File: config.mk
export PLATFORM = sky130hd
export DESIGN_NAME = rx_sar_control_status_regs
export DESIGN_NICKNAME = d
export VERILOG_FILES = /design/src/rx_sar_regs_pkg.sv /design/src/overflow_flag_bank.sv /design/src/rx_cell_fifo_ptr.sv /design/src/rx_sar_control_status_regs.sv
export SDC_FILE = /design/constraint.sdc
export NUM_CORES = 1
export LEC_CHECK = 0
export ABC_AREA = 1
export BUFFER_PORTS_ARGS = -buffer_cell sky130_fd_sc_hd__buf_2
export CORE_ASPECT_RATIO = 1.5
export CORE_MARGIN = 2
export CORE_UTILIZATION = 40
export CTS_BUF_LIST = sky130_fd_sc_hd__clkbuf_4
export DETAILED_ROUTE_END_ITERATION = 8
export GPL_TIMING_DRIVEN = 0
export SYNTH_ARGS = -nofsm -noshare
export SYNTH_HDL_FRONTEND = slang
export SYNTH_SLANG_ARGS = --single-unit
File: constraint.sdc
create_clock -name ref_clk -period 3.68 [get_ports ref_clk]
set_input_delay 0.736 -clock ref_clk [delete_from_list [all_inputs] [get_ports ref_clk]]
set_output_delay 0.736 -clock ref_clk [all_outputs]
set_load 0.02 [all_outputs]
File: src/rx_sar_regs_pkg.sv
package rx_sar_regs_pkg;
    // register byte addresses on the microprocessor port
    localparam logic [11:0] TX_CELL_MONITOR_ADDR = 12'h310;
    localparam logic [11:0] RX_CONTROL_ADDR = 12'h400;
    localparam logic [11:0] RX_OVERFLOW_STATUS_ADDR = 12'h402;
    localparam logic [11:0] RX_OVERFLOW_IRQ_ENABLE_ADDR = 12'h404;
    localparam logic [11:0] PCM_SILENCE_PATTERN_ADDR = 12'h410;
    localparam logic [11:0] HDLC_CRC_START_VALUE_ADDR = 12'h428;
    localparam logic [11:0] HDLC_CRC_FINAL_MASK_ADDR = 12'h42a;
    localparam logic [11:0] RX_CELL_FIFO_PLACEMENT_ADDR = 12'h430;
    localparam logic [11:0] RX_CELL_FIFO_READ_PTR_ADDR = 12'h432;
    localparam logic [11:0] RX_CELL_FIFO_WRITE_PTR_ADDR = 12'h434;
    // field positions
    localparam int TX_CELL_SLOT_FREE_BIT = 0;
    localparam int HDLC_TYPE_BIT = 0;
    localparam int PACKAGING_BIT = 1;
    localparam int NIBBLE_BIT = 2;
    localparam int HOST_PKT_OVF_BIT = 0;
    localparam int RX_CELL_OVF_BIT = 1;
    localparam int EVENT_OVF_BIT = 2;
    localparam int FIFO_BASE_LSB = 0;
    localparam int FIFO_SIZE_LSB = 9;
    localparam int FIFO_BASE_ADDR_LSB = 12;
    // values after reset
    localparam logic [15:0] PCM_SILENCE_RESET = 16'h00ff;
    localparam logic [15:0] CRC_START_RESET = 16'hffff;
    localparam logic [15:0] CRC_MASK_RESET = 16'hf0b8;
    // fifo geometry: size code 0 is 4 KB, each code doubles it
    localparam logic [2:0] FIFO_SIZE_CODE_MAX = 3'h5;
    localparam int CELL_SLOT_LOG2 = 6;
    localparam int TX_FIFO_DEPTH_DEFAULT = 4;
endpackage

File: src/overflow_flag_bank.sv
`timescale 1ns/1ps
`default_nettype none
module overflow_flag_bank
    import rx_sar_regs_pkg::*;
#(
    parameter int FLAGS = 3
) (
    input wire logic ref_clk, // core clock
    input wire logic reset, // async, active high
    input wire logic [FLAGS-1:0] setPulse, // overflow events
    input wire logic [FLAGS-1:0] clearMask, // clear on status read
    output logic [FLAGS-1:0] flags // latched flags
);
    typedef struct packed {
        logic [FLAGS-1:0] flags;
    } bank_t;
    bank_t state;
    bank_t next_state;
    logic [FLAGS-1:0] nextBit;

    ////////////////////////////////////////////////////////////////////
    // per flag: a set in the clearing cycle survives
    genvar i;
    for (i = 0; i < FLAGS; i++) begin : g_flag
        assign nextBit[i] = setPulse[i] | (state.flags[i] & ~clearMask[i]);
    end

    always_comb begin
        next_state = state;
        next_state.flags = nextBit;
    end

    always_ff @(posedge ref_clk or posedge reset) begin
        if (reset) begin
            state <= '0;
        end else begin
            state <= next_state;
        end
    end

    assign flags = state.flags;
endmodule
`default_nettype wire

File: src/rx_cell_fifo_ptr.sv
`timescale 1ns/1ps
`default_nettype none
module rx_cell_fifo_ptr
    import rx_sar_regs_pkg::*;
(
    input wire logic ref_clk, // core clock
    input wire logic reset, // async, active high
    input wire logic [2:0] sizeCode, // fifo size code
    input wire logic [8:0] base, // address bits 20:12
    input wire logic [11:0] rdPtr, // host read pointer
    input wire logic storeReq, // a cell arrives
    output logic storeAccept, // cell stored this cycle
    output logic overflowPulse, // cell dropped, fifo full
    output logic fifoFull, // full level
    output logic fifoEmpty, // empty level
    output logic [11:0] wrPtr, // hardware write pointer
    output logic [20:0] storeAddr // byte address of write slot
);
    typedef struct packed {
        logic [11:0] wrPtr;
    } ptr_t;
    ptr_t state;
    ptr_t next_state;
    logic [3:0] idxBits;
    logic [11:0] wrapOnly;
    logic [11:0] ptrMask;
    logic [11:0] diff;

    ////////////////////////////////////////////////////////////////////
    // reserved size codes behave as the largest size
    always_comb begin
        idxBits = (sizeCode > FIFO_SIZE_CODE_MAX) ? 4'(FIFO_SIZE_CODE_MAX) : 4'(sizeCode);
        idxBits = idxBits + 4'(CELL_SLOT_LOG2);
        wrapOnly = 12'h001 << idxBits;
        ptrMask = (wrapOnly << 1) - 12'h001;
        diff = (wrPtr ^ rdPtr) & ptrMask;
    end

    // equal is empty, wrap bit only is full
    assign fifoEmpty = (diff == 12'h000);
    assign fifoFull = (diff == wrapOnly);
    assign storeAccept = storeReq & ~fifoFull;
    assign overflowPulse = storeReq & fifoFull;

    always_comb begin
        next_state = state;
        if (storeAccept) begin
            next_state.wrPtr = (state.wrPtr + 12'h001) & ptrMask;
        end
    end

    always_ff @(posedge ref_clk or posedge reset) begin
        if (reset) begin
            state <= '0;
        end else begin
            state <= next_state;
        end
    end

    assign wrPtr = state.wrPtr;
    // base sits at bits 20:12, slot index above the cell offset
    assign storeAddr = 21'({base, 12'h000}) + 21'({wrPtr & (wrapOnly - 12'h001), 6'h00});
endmodule
`default_nettype wire

File: src/rx_sar_control_status_regs.sv
// How it works
// - monitor bit 0 reads 1 while the transmit cell fifo has room.
// - control bit 0 picks bit-wide (0) or byte-wide (1) HDLC framing.
// - control bit 1 picks bare payload (0) or raw CPS packet (1).
// - control bit 2 picks high (0) or low (1) ADPCM nibble.
// - status bit 0 latches host packet buffer overflow.
// - status bit 1 latches receive cell fifo overflow.
// - status bit 2 latches event buffer overflow.
// - interrupt when any status flag and its matching enable are both set.
// - silence pattern, reset 00ff, feeds the write-back path.
// - CRC start value register, reset ffff, seeds the HDLC CRC.
// - CRC end mask register, reset f0b8, used by the HDLC check.
// - fifo base field supplies byte address bits 20:12.
// - size code 0..5 selects 4 to 128 KB; others reserved.
// - hardware advances a read-only 12-bit write pointer with wrap bit.
`timescale 1ns/1ps
`default_nettype none
module rx_sar_control_status_regs
    import rx_sar_regs_pkg::*;
#(
    parameter int TX_FIFO_DEPTH = TX_FIFO_DEPTH_DEFAULT
) (
    input wire logic ref_clk, // core clock, 100 MHz
    input wire logic reset, // async, active high
    input wire logic [11:0] cpuAddr, // register byte address
    input wire logic cpuWr, // write strobe, one cycle
    input wire logic cpuRd, // read strobe, one cycle
    input wire logic [15:0] cpuWrData, // write data
    output logic [15:0] cpuRdData, // read data, registered
    output logic cpuRdValid, // read data valid pulse
    input wire logic [2:0] txFifoLevel, // cells held in tx fifo
    input wire logic hostPktBufOvf, // host packet buffer overflow pulse
    input wire logic eventBufOvf, // event buffer overflow pulse
    input wire logic rxCellReq, // receive cell to store, pulse
    output logic rxCellAccept, // cell taken this cycle
    output logic [20:0] rxCellAddr, // byte address for the cell
    output logic rxCellFifoFull, // fifo full level
    output logic rxCellFifoEmpty, // fifo empty level
    output logic hdlcByteMode, // byte-wide HDLC framing
    output logic rawCpsPacking, // raw CPS packet in HDLC data
    output logic adpcmLowNibble, // ADPCM nibble in low bits
    output logic [7:0] silencePattern, // PCM write-back pattern
    output logic [15:0] crcStartValue, // HDLC CRC preset
    output logic [15:0] crcFinalMask, // HDLC CRC end mask
    output logic rxIrq // overflow interrupt, level
);
    typedef struct packed {
        logic [2:0] ctrl;
        logic [2:0] irqEn;
        logic [7:0] silence;
        logic [15:0] crcStart;
        logic [15:0] crcMask;
        logic [8:0] fifoBase;
        logic [2:0] fifoSize;
        logic [11:0] rdPtr;
        logic [15:0] rdData;
        logic rdValid;
    } regs_t;
    regs_t state;
    regs_t next_state;
    logic [2:0] ovfFlags;
    logic [2:0] ovfSet;
    logic [2:0] ovfClear;
    logic cellOvf;
    logic [11:0] wrPtr;
    logic txSlotFree;

    ////////////////////////////////////////////////////////////////////
    // sticky overflow flags, cleared by reading the status register
    assign ovfSet[HOST_PKT_OVF_BIT] = hostPktBufOvf;
    assign ovfSet[RX_CELL_OVF_BIT] = cellOvf;
    assign ovfSet[EVENT_OVF_BIT] = eventBufOvf;
    assign ovfClear = {3{cpuRd && cpuAddr == RX_OVERFLOW_STATUS_ADDR}};

    overflow_flag_bank #(
        .FLAGS(3)
    ) i_overflow_flag_bank (
        .ref_clk(ref_clk),
        .reset(reset),
        .setPulse(ovfSet),
        .clearMask(ovfClear),
        .flags(ovfFlags)
    );

    // receive cell fifo pointers and slot address
    rx_cell_fifo_ptr i_rx_cell_fifo_ptr (
        .ref_clk(ref_clk),
        .reset(reset),
        .sizeCode(state.fifoSize),
        .base(state.fifoBase),
        .rdPtr(state.rdPtr),
        .storeReq(rxCellReq),
        .storeAccept(rxCellAccept),
        .overflowPulse(cellOvf),
        .fifoFull(rxCellFifoFull),
        .fifoEmpty(rxCellFifoEmpty),
        .wrPtr(wrPtr),
        .storeAddr(rxCellAddr)
    );

    assign txSlotFree = 32'(txFifoLevel) < TX_FIFO_DEPTH;

    ////////////////////////////////////////////////////////////////////
    // register writes and read mux
    always_comb begin
        next_state = state;
        next_state.rdValid = cpuRd;
        if (cpuWr) begin
            unique case (cpuAddr)
                RX_CONTROL_ADDR: begin
                    next_state.ctrl = cpuWrData[2:0];
                end
                RX_OVERFLOW_IRQ_ENABLE_ADDR: begin
                    next_state.irqEn = cpuWrData[2:0];
                end
                PCM_SILENCE_PATTERN_ADDR: begin
                    next_state.silence = cpuWrData[7:0];
                end
                HDLC_CRC_START_VALUE_ADDR: begin
                    next_state.crcStart = cpuWrData;
                end
                HDLC_CRC_FINAL_MASK_ADDR: begin
                    next_state.crcMask = cpuWrData;
                end
                RX_CELL_FIFO_PLACEMENT_ADDR: begin
                    next_state.fifoBase = cpuWrData[FIFO_SIZE_LSB-1:FIFO_BASE_LSB];
                    next_state.fifoSize = cpuWrData[FIFO_SIZE_LSB+2:FIFO_SIZE_LSB];
                end
                RX_CELL_FIFO_READ_PTR_ADDR: begin
                    next_state.rdPtr = cpuWrData[11:0];
                end
                default: begin
                    // read-only and unmapped addresses ignore writes
                end
            endcase
        end
        next_state.rdData = 16'h0000;
        if (cpuRd) begin
            unique case (cpuAddr)
                TX_CELL_MONITOR_ADDR: next_state.rdData = {15'h0000, txSlotFree};
                RX_CONTROL_ADDR: next_state.rdData = {13'h0000, state.ctrl};
                RX_OVERFLOW_STATUS_ADDR: next_state.rdData = {13'h0000, ovfFlags};
                RX_OVERFLOW_IRQ_ENABLE_ADDR: next_state.rdData = {13'h0000, state.irqEn};
                PCM_SILENCE_PATTERN_ADDR: next_state.rdData = {8'h00, state.silence};
                HDLC_CRC_START_VALUE_ADDR: next_state.rdData = state.crcStart;
                HDLC_CRC_FINAL_MASK_ADDR: next_state.rdData = state.crcMask;
                RX_CELL_FIFO_PLACEMENT_ADDR: begin
                    next_state.rdData = {4'h0, state.fifoSize, state.fifoBase};
                end
                RX_CELL_FIFO_READ_PTR_ADDR: next_state.rdData = {4'h0, state.rdPtr};
                RX_CELL_FIFO_WRITE_PTR_ADDR: next_state.rdData = {4'h0, wrPtr};
                default: next_state.rdData = 16'h0000;
            endcase
        end
    end

    always_ff @(posedge ref_clk or posedge reset) begin
        if (reset) begin
            state <= '0;
            state.silence <= PCM_SILENCE_RESET[7:0];
            state.crcStart <= CRC_START_RESET;
            state.crcMask <= CRC_MASK_RESET;
        end else begin
            state <= next_state;
        end
    end

    ////////////////////////////////////////////////////////////////////
    // outputs
    assign cpuRdData = state.rdData;
    assign cpuRdValid = state.rdValid;
    assign hdlcByteMode = state.ctrl[HDLC_TYPE_BIT];
    assign rawCpsPacking = state.ctrl[PACKAGING_BIT];
    assign adpcmLowNibble = state.ctrl[NIBBLE_BIT];
    assign silencePattern = state.silence;
    assign crcStartValue = state.crcStart;
    assign crcFinalMask = state.crcMask;
    assign rxIrq = |(ovfFlags & state.irqEn);
endmodule
`default_nettype wire

==> results_tabular.tex <==
\begin{tabular}{lr}
\hline
Metric & Value \\
\hline
\multicolumn{2}{l}{\textbf{Clock network}} \\
\quad TritonCTS clock tree & yes \\
\quad Total number of H-tree levels & 3 \\
\quad Number of buffers between clock root and the deepest sink & 2 \\
\quad Clk Latency, worst-skew pair & 0.50 ns \\
\quad Clock slew at the register clock pins of the worst setup and hold paths & 0.17 ns \\
\quad Sink count of the clock tree & 102 \\
\quad Clock tree root driver cell & sky130\_fd\_sc\_hd\_\_clkbuf\_4 \\
\quad Number of buffers created by CTS & 9 \\
\multicolumn{2}{l}{\textbf{Setup path}} \\
\quad Setup slack on the worst flop-to-flop path & 0.87 ns \\
\quad Data arrival time of the worst path & 3.66 ns \\
\quad Launch point of the worst reg-to-reg path & state[31] \\
\quad Data required time of the worst path & 2.94 ns \\
\quad Type of origin of the critical path & flop \\
\quad Largest driver fanout on the critical path & 4 \\
\quad Critical Path Sink Type & output port \\
\quad Endpoint of the worst-slack reg-to-reg timing path & i\_rx\_cell\_fifo\_ptr.wrPtr[11] \\
\quad Worst setup path category & flop to output port \\
\quad Stage delay of the slowest cell on the critical path & 0.44 ns \\
\quad Critical path buffers and inverters & 7 \\
\quad Ordered cell list for the critical path & inv\_8, buf\_12, ha\_4, inv\_4, nor2\_4, nand3\_2, ha\_4, inv\_4, a21oi\_4, nand3\_2, nand2\_2, nand2\_2, inv\_2, nor2\_2, ha\_2, buf\_6, nand3\_4, nand2\_4, a21oi\_2, o21bai\_1, nand2\_1, a21oi\_2, xor2\_2, buf\_6 \\
\quad Reg2reg path depth & 22 \\
\quad Largest delay contributor family on the critical path & simple AND/OR/NAND/NOR gates \\
\quad Critical-path top delay cell & sky130\_fd\_sc\_hd\_\_dfrtp\_2 \\
\quad Total number of cells along the worst setup path & 24 \\
\multicolumn{2}{l}{\textbf{STA}} \\
\quad Final Hold Viols & 0 \\
\quad Hold WS & 0.282 ns \\
\quad Slew Limit Headroom & 23.1\% \\
\quad Unrepaired setup endpoints after global routing & yes \\
\quad Total negative slack for setup checks & -4.35 ns \\
\quad Crit path setup slack, layout & -0.718 ns \\
\quad Setup violation total in the final timing report & 10 \\
\quad Share of the clock period used by the worst path after layout & 120\% \\
\quad Worst slew pin tran & 1.14 ns \\
\quad Skew final & 0.0302 ns \\
\quad Maximum achievable frequency & 0.227 GHz \\
\quad Post-layout min period & 4.40 ns \\
\quad Final-report max-slew violation count & 0 \\
\multicolumn{2}{l}{\textbf{Routing}} \\
\quad Detailed-route via count & 5916 \\
\quad Detailed-routing iteration count for the pre-antenna-repair pass & 5 \\
\quad DRT iter0 DRCs & 326 \\
\quad Via/cell ratio & 5.06 \\
\quad Wirelength per Cell & 17.0 µm \\
\quad Drc violations & 0 \\
\quad Final wirelength & 19800 µm \\
\quad Antenna-violating nets left & 0 \\
\multicolumn{2}{l}{\textbf{Power and ir drop}} \\
\quad P per Cell Area & 292 nW/µm² \\
\quad Leakage power summed over all cells & 0.00389 µW \\
\quad Maximum resistive drop on vdd & 0.000189 V \\
\quad Total power consumption of the routed design & 2260 µW \\
\multicolumn{2}{l}{\textbf{Global route}} \\
\quad All-layer global routing usage & 24.5\% \\
\quad Sum of overflow across all layers after global routing & 0 \\
\quad Antenna violations before repair & 1 \\
\quad Maximum number of pins on one net before global-route repair & 59 \\
\quad Number of global-route vias before repair & 5746 \\
\quad First-pass GRT wire length & 31000 µm \\
\multicolumn{2}{l}{\textbf{Cells and area}} \\
\quad Fraction of final layout cells with drive strength greater than 1 & 33.9\% \\
\quad End-of-flow core utilization & 51.5\% \\
\quad Post-layout nets & 1013 \\
\quad Area growth from synthesis to layout & 25.7\% \\
\multicolumn{2}{l}{\textbf{Placement}} \\
\quad Count of input and output buffers & 114 \\
\quad DP Worst Slack & -0.535 ns \\
\quad Placed wire-length estimate after detailed placement & 14900 µm \\
\quad Gpl congestion & 0.906 \\
\multicolumn{2}{l}{\textbf{Floorplan}} \\
\quad Starting utilization of the core area & 40.9\% \\
\quad Number of rows in the core area & 55 \\
\quad Die width & 105 µm \\
\quad Die height & 156 µm \\
\quad Top-level I/O count & 123 \\
\quad Core footprint & 15100 µm² \\
\quad Die footprint & 16500 µm² \\
\multicolumn{2}{l}{\textbf{Synth}} \\
\quad Share of async-settable or async-resettable flops after synthesis & 100\% \\
\quad Post-synth EDFFs & 0 \\
\quad Post-synthesis instance area & 6170 µm² \\
\quad Register area share after synthesis & 42.0\% \\
\quad Share of the synthesized area in the top cell type & 28.4\% \\
\quad Top FF cell, synth & sky130\_fd\_sc\_hd\_\_dfrtp\_1 \\
\quad Gate count of the mapped netlist & 809 \\
\quad Cell taking the most area after synthesis & sky130\_fd\_sc\_hd\_\_dfrtp\_1 \\
\quad Average footprint of a synthesized cell & 7.62 µm² \\
\quad Count of synthesis-stage warnings from yosys & 0 \\
\quad Number of distinct standard cells referenced by the synthesized netlist & 41 \\
\quad Top cells by area, synth & sky130\_fd\_sc\_hd\_\_dfrtp\_1 (28\%), sky130\_fd\_sc\_hd\_\_dfstp\_2 (14\%), sky130\_fd\_sc\_hd\_\_nand2\_1 (13\%) \\
\quad Flop and latch count out of synthesis & 102 \\
\multicolumn{2}{l}{\textbf{Min path}} \\
\quad Kind of path behind the tightest hold check & input pin to asynchronous set/reset pin \\
\multicolumn{2}{l}{\textbf{Outcome}} \\
\quad Result of the run & complete, but fails checks \\
\quad Violated checks & setup timing \\
\multicolumn{2}{l}{\textbf{Job}} \\
\quad Max-cap violations & 0 \\
\hline
\end{tabular}
-- kinds of logic (layout without fill, tap and decap cells) --
family	Yosys count	count (layout)	share of synthesized area, %
compound gates	133	133	11.7
xor+xnor	19	19	2.82
fa+ha+maj	10	10	2.15
buf+inv	169	325	14.4
flops	102	102	42.0
other cells	1	7	0.0608
simple gates	375	375	26.8
-- cell usage in the layout (no fill, tap or decap), types with 6 or more instances in the layout --
cell type and count:
sky130_fd_sc_hd__nand2_1 201, sky130_fd_sc_hd__buf_2 107, sky130_fd_sc_hd__o21ai_0 85, sky130_fd_sc_hd__buf_4 85
sky130_fd_sc_hd__inv_1 72, sky130_fd_sc_hd__dfrtp_1 68, sky130_fd_sc_hd__nor2_1 52, sky130_fd_sc_hd__nand3_1 51
sky130_fd_sc_hd__dfstp_2 32, sky130_fd_sc_hd__a21oi_1 21, sky130_fd_sc_hd__nand4_1 17, sky130_fd_sc_hd__nor3_1 15
sky130_fd_sc_hd__buf_6 15, sky130_fd_sc_hd__clkbuf_1 13, sky130_fd_sc_hd__xor2_1 10, sky130_fd_sc_hd__nand2_2 9
sky130_fd_sc_hd__clkbuf_4 9, sky130_fd_sc_hd__inv_2 7, sky130_fd_sc_hd__nor2_2 6, sky130_fd_sc_hd__xor2_2 6
sky130_fd_sc_hd__conb_1 6
-- sequential cells by signal, indices dropped and copies added, names as in the netlist --
signal / cells
adpcmLowNibble: 1
cpuRdData: 16
cpuRdValid: 1
crcFinalMask: 16
crcStartValue: 16
hdlcByteMode: 1
i_overflow_flag_bank.flags: 3
i_rx_cell_fifo_ptr.wrPtr: 12
rawCpsPacking: 1
silencePattern: 8
state: 27
-- Yosys cell counts (2+ instances only) --
library cell               count
sky130_fd_sc_hd__ha_1          9
sky130_fd_sc_hd__o211ai_1      3
sky130_fd_sc_hd__nand3_1      57
sky130_fd_sc_hd__buf_4        64
sky130_fd_sc_hd__o21bai_1      3
sky130_fd_sc_hd__inv_2         7
sky130_fd_sc_hd__nor2_1       55
sky130_fd_sc_hd__clkbuf_1     13
sky130_fd_sc_hd__nand4_1      17
sky130_fd_sc_hd__a22o_1        5
sky130_fd_sc_hd__dfstp_2      32
sky130_fd_sc_hd__a211oi_1      4
sky130_fd_sc_hd__nor2_2        5
sky130_fd_sc_hd__or2_2         3
sky130_fd_sc_hd__xnor2_1       2
sky130_fd_sc_hd__o22ai_1       2
sky130_fd_sc_hd__buf_2         5
sky130_fd_sc_hd__xor2_1       16
sky130_fd_sc_hd__nand2_4       2
sky130_fd_sc_hd__nand2_2       4
sky130_fd_sc_hd__a21oi_1      26
sky130_fd_sc_hd__nand2_1     209
sky130_fd_sc_hd__nor4_4        2
sky130_fd_sc_hd__nor3_1       15
sky130_fd_sc_hd__nor2_4        2
sky130_fd_sc_hd__dfrtp_1      70
sky130_fd_sc_hd__o21ai_0      86
sky130_fd_sc_hd__inv_1        78
-- worst max path at each step --
stage | slack [ns] | startpoint | endpoint
after floorplan | -0.10 | state[31] | rxCellAddr[20]
after global placement | -1.03 | reset | i_rx_cell_fifo_ptr.wrPtr[2]
after detailed placement | -0.54 | state[31] | rxCellAddr[20]
after CTS | -0.74 | state[31] | rxCellAddr[18]
after global routing | -0.93 | state[31] | rxCellAddr[19]
final | -0.72 | state[31] | rxCellAddr[19]
-- timing repair --
action,CTS,global route
endpoints found under the setup margin,11,11
pin swaps,17,21
setup buffers,25,4
gates resized for setup,42,34
hold buffers,0,0
-- per-layer routing --
metal / share of wire [%] / routed length [µm] / vias up / global-route usage, %
li1: - / - / 2877 / -
met1: 40 / 7980 / 2815 / 29.8
met2: 52 / 10300 / 183 / 43.4
met3: 4.2 / 839 / 41 / 2.80
met4: 3.8 / 758 / 0 / 11.0
met5: 0 / 0 / - / 0
-- stage by stage --
stage	instance area, µm²	cells
floorplan	6260	814
global placement	7080	1127
detailed placement	7110	1128
CTS	7610	1167
global route	7760	1170
finish	7760	1170
-- area by class of cell --
type,count,area (µm²)
diodes,1,2.50
well taps,199,249
inverters,85,339
multi-input cells,543,2950
clock buffers,9,67.6
flip-flops and latches,102,2590
repair buffers,143,905
clock inverters,7,96.3
fillers,1509,7310
plain buffers,81,554
-- report_power, final --
| group | switching, µW | leakage (µW) | internal, µW |
|---|---|---|---|
| sequential | 34.3 | 0.00128 | 1150 |
| clock | 412 | 0.0000907 | 279 |
| combinational | 257 | 0.00251 | 129 |
-- worst reg2reg max path: cells and delay by family, from the launching register on --
kind,cells,cell delay [ns]
buffers and inverters,9,0.85
and+or+nand+nor,11,0.96
adders and majority gates,2,0.49
DFF,1,0.44
Power figures use the tool's default switching activity.
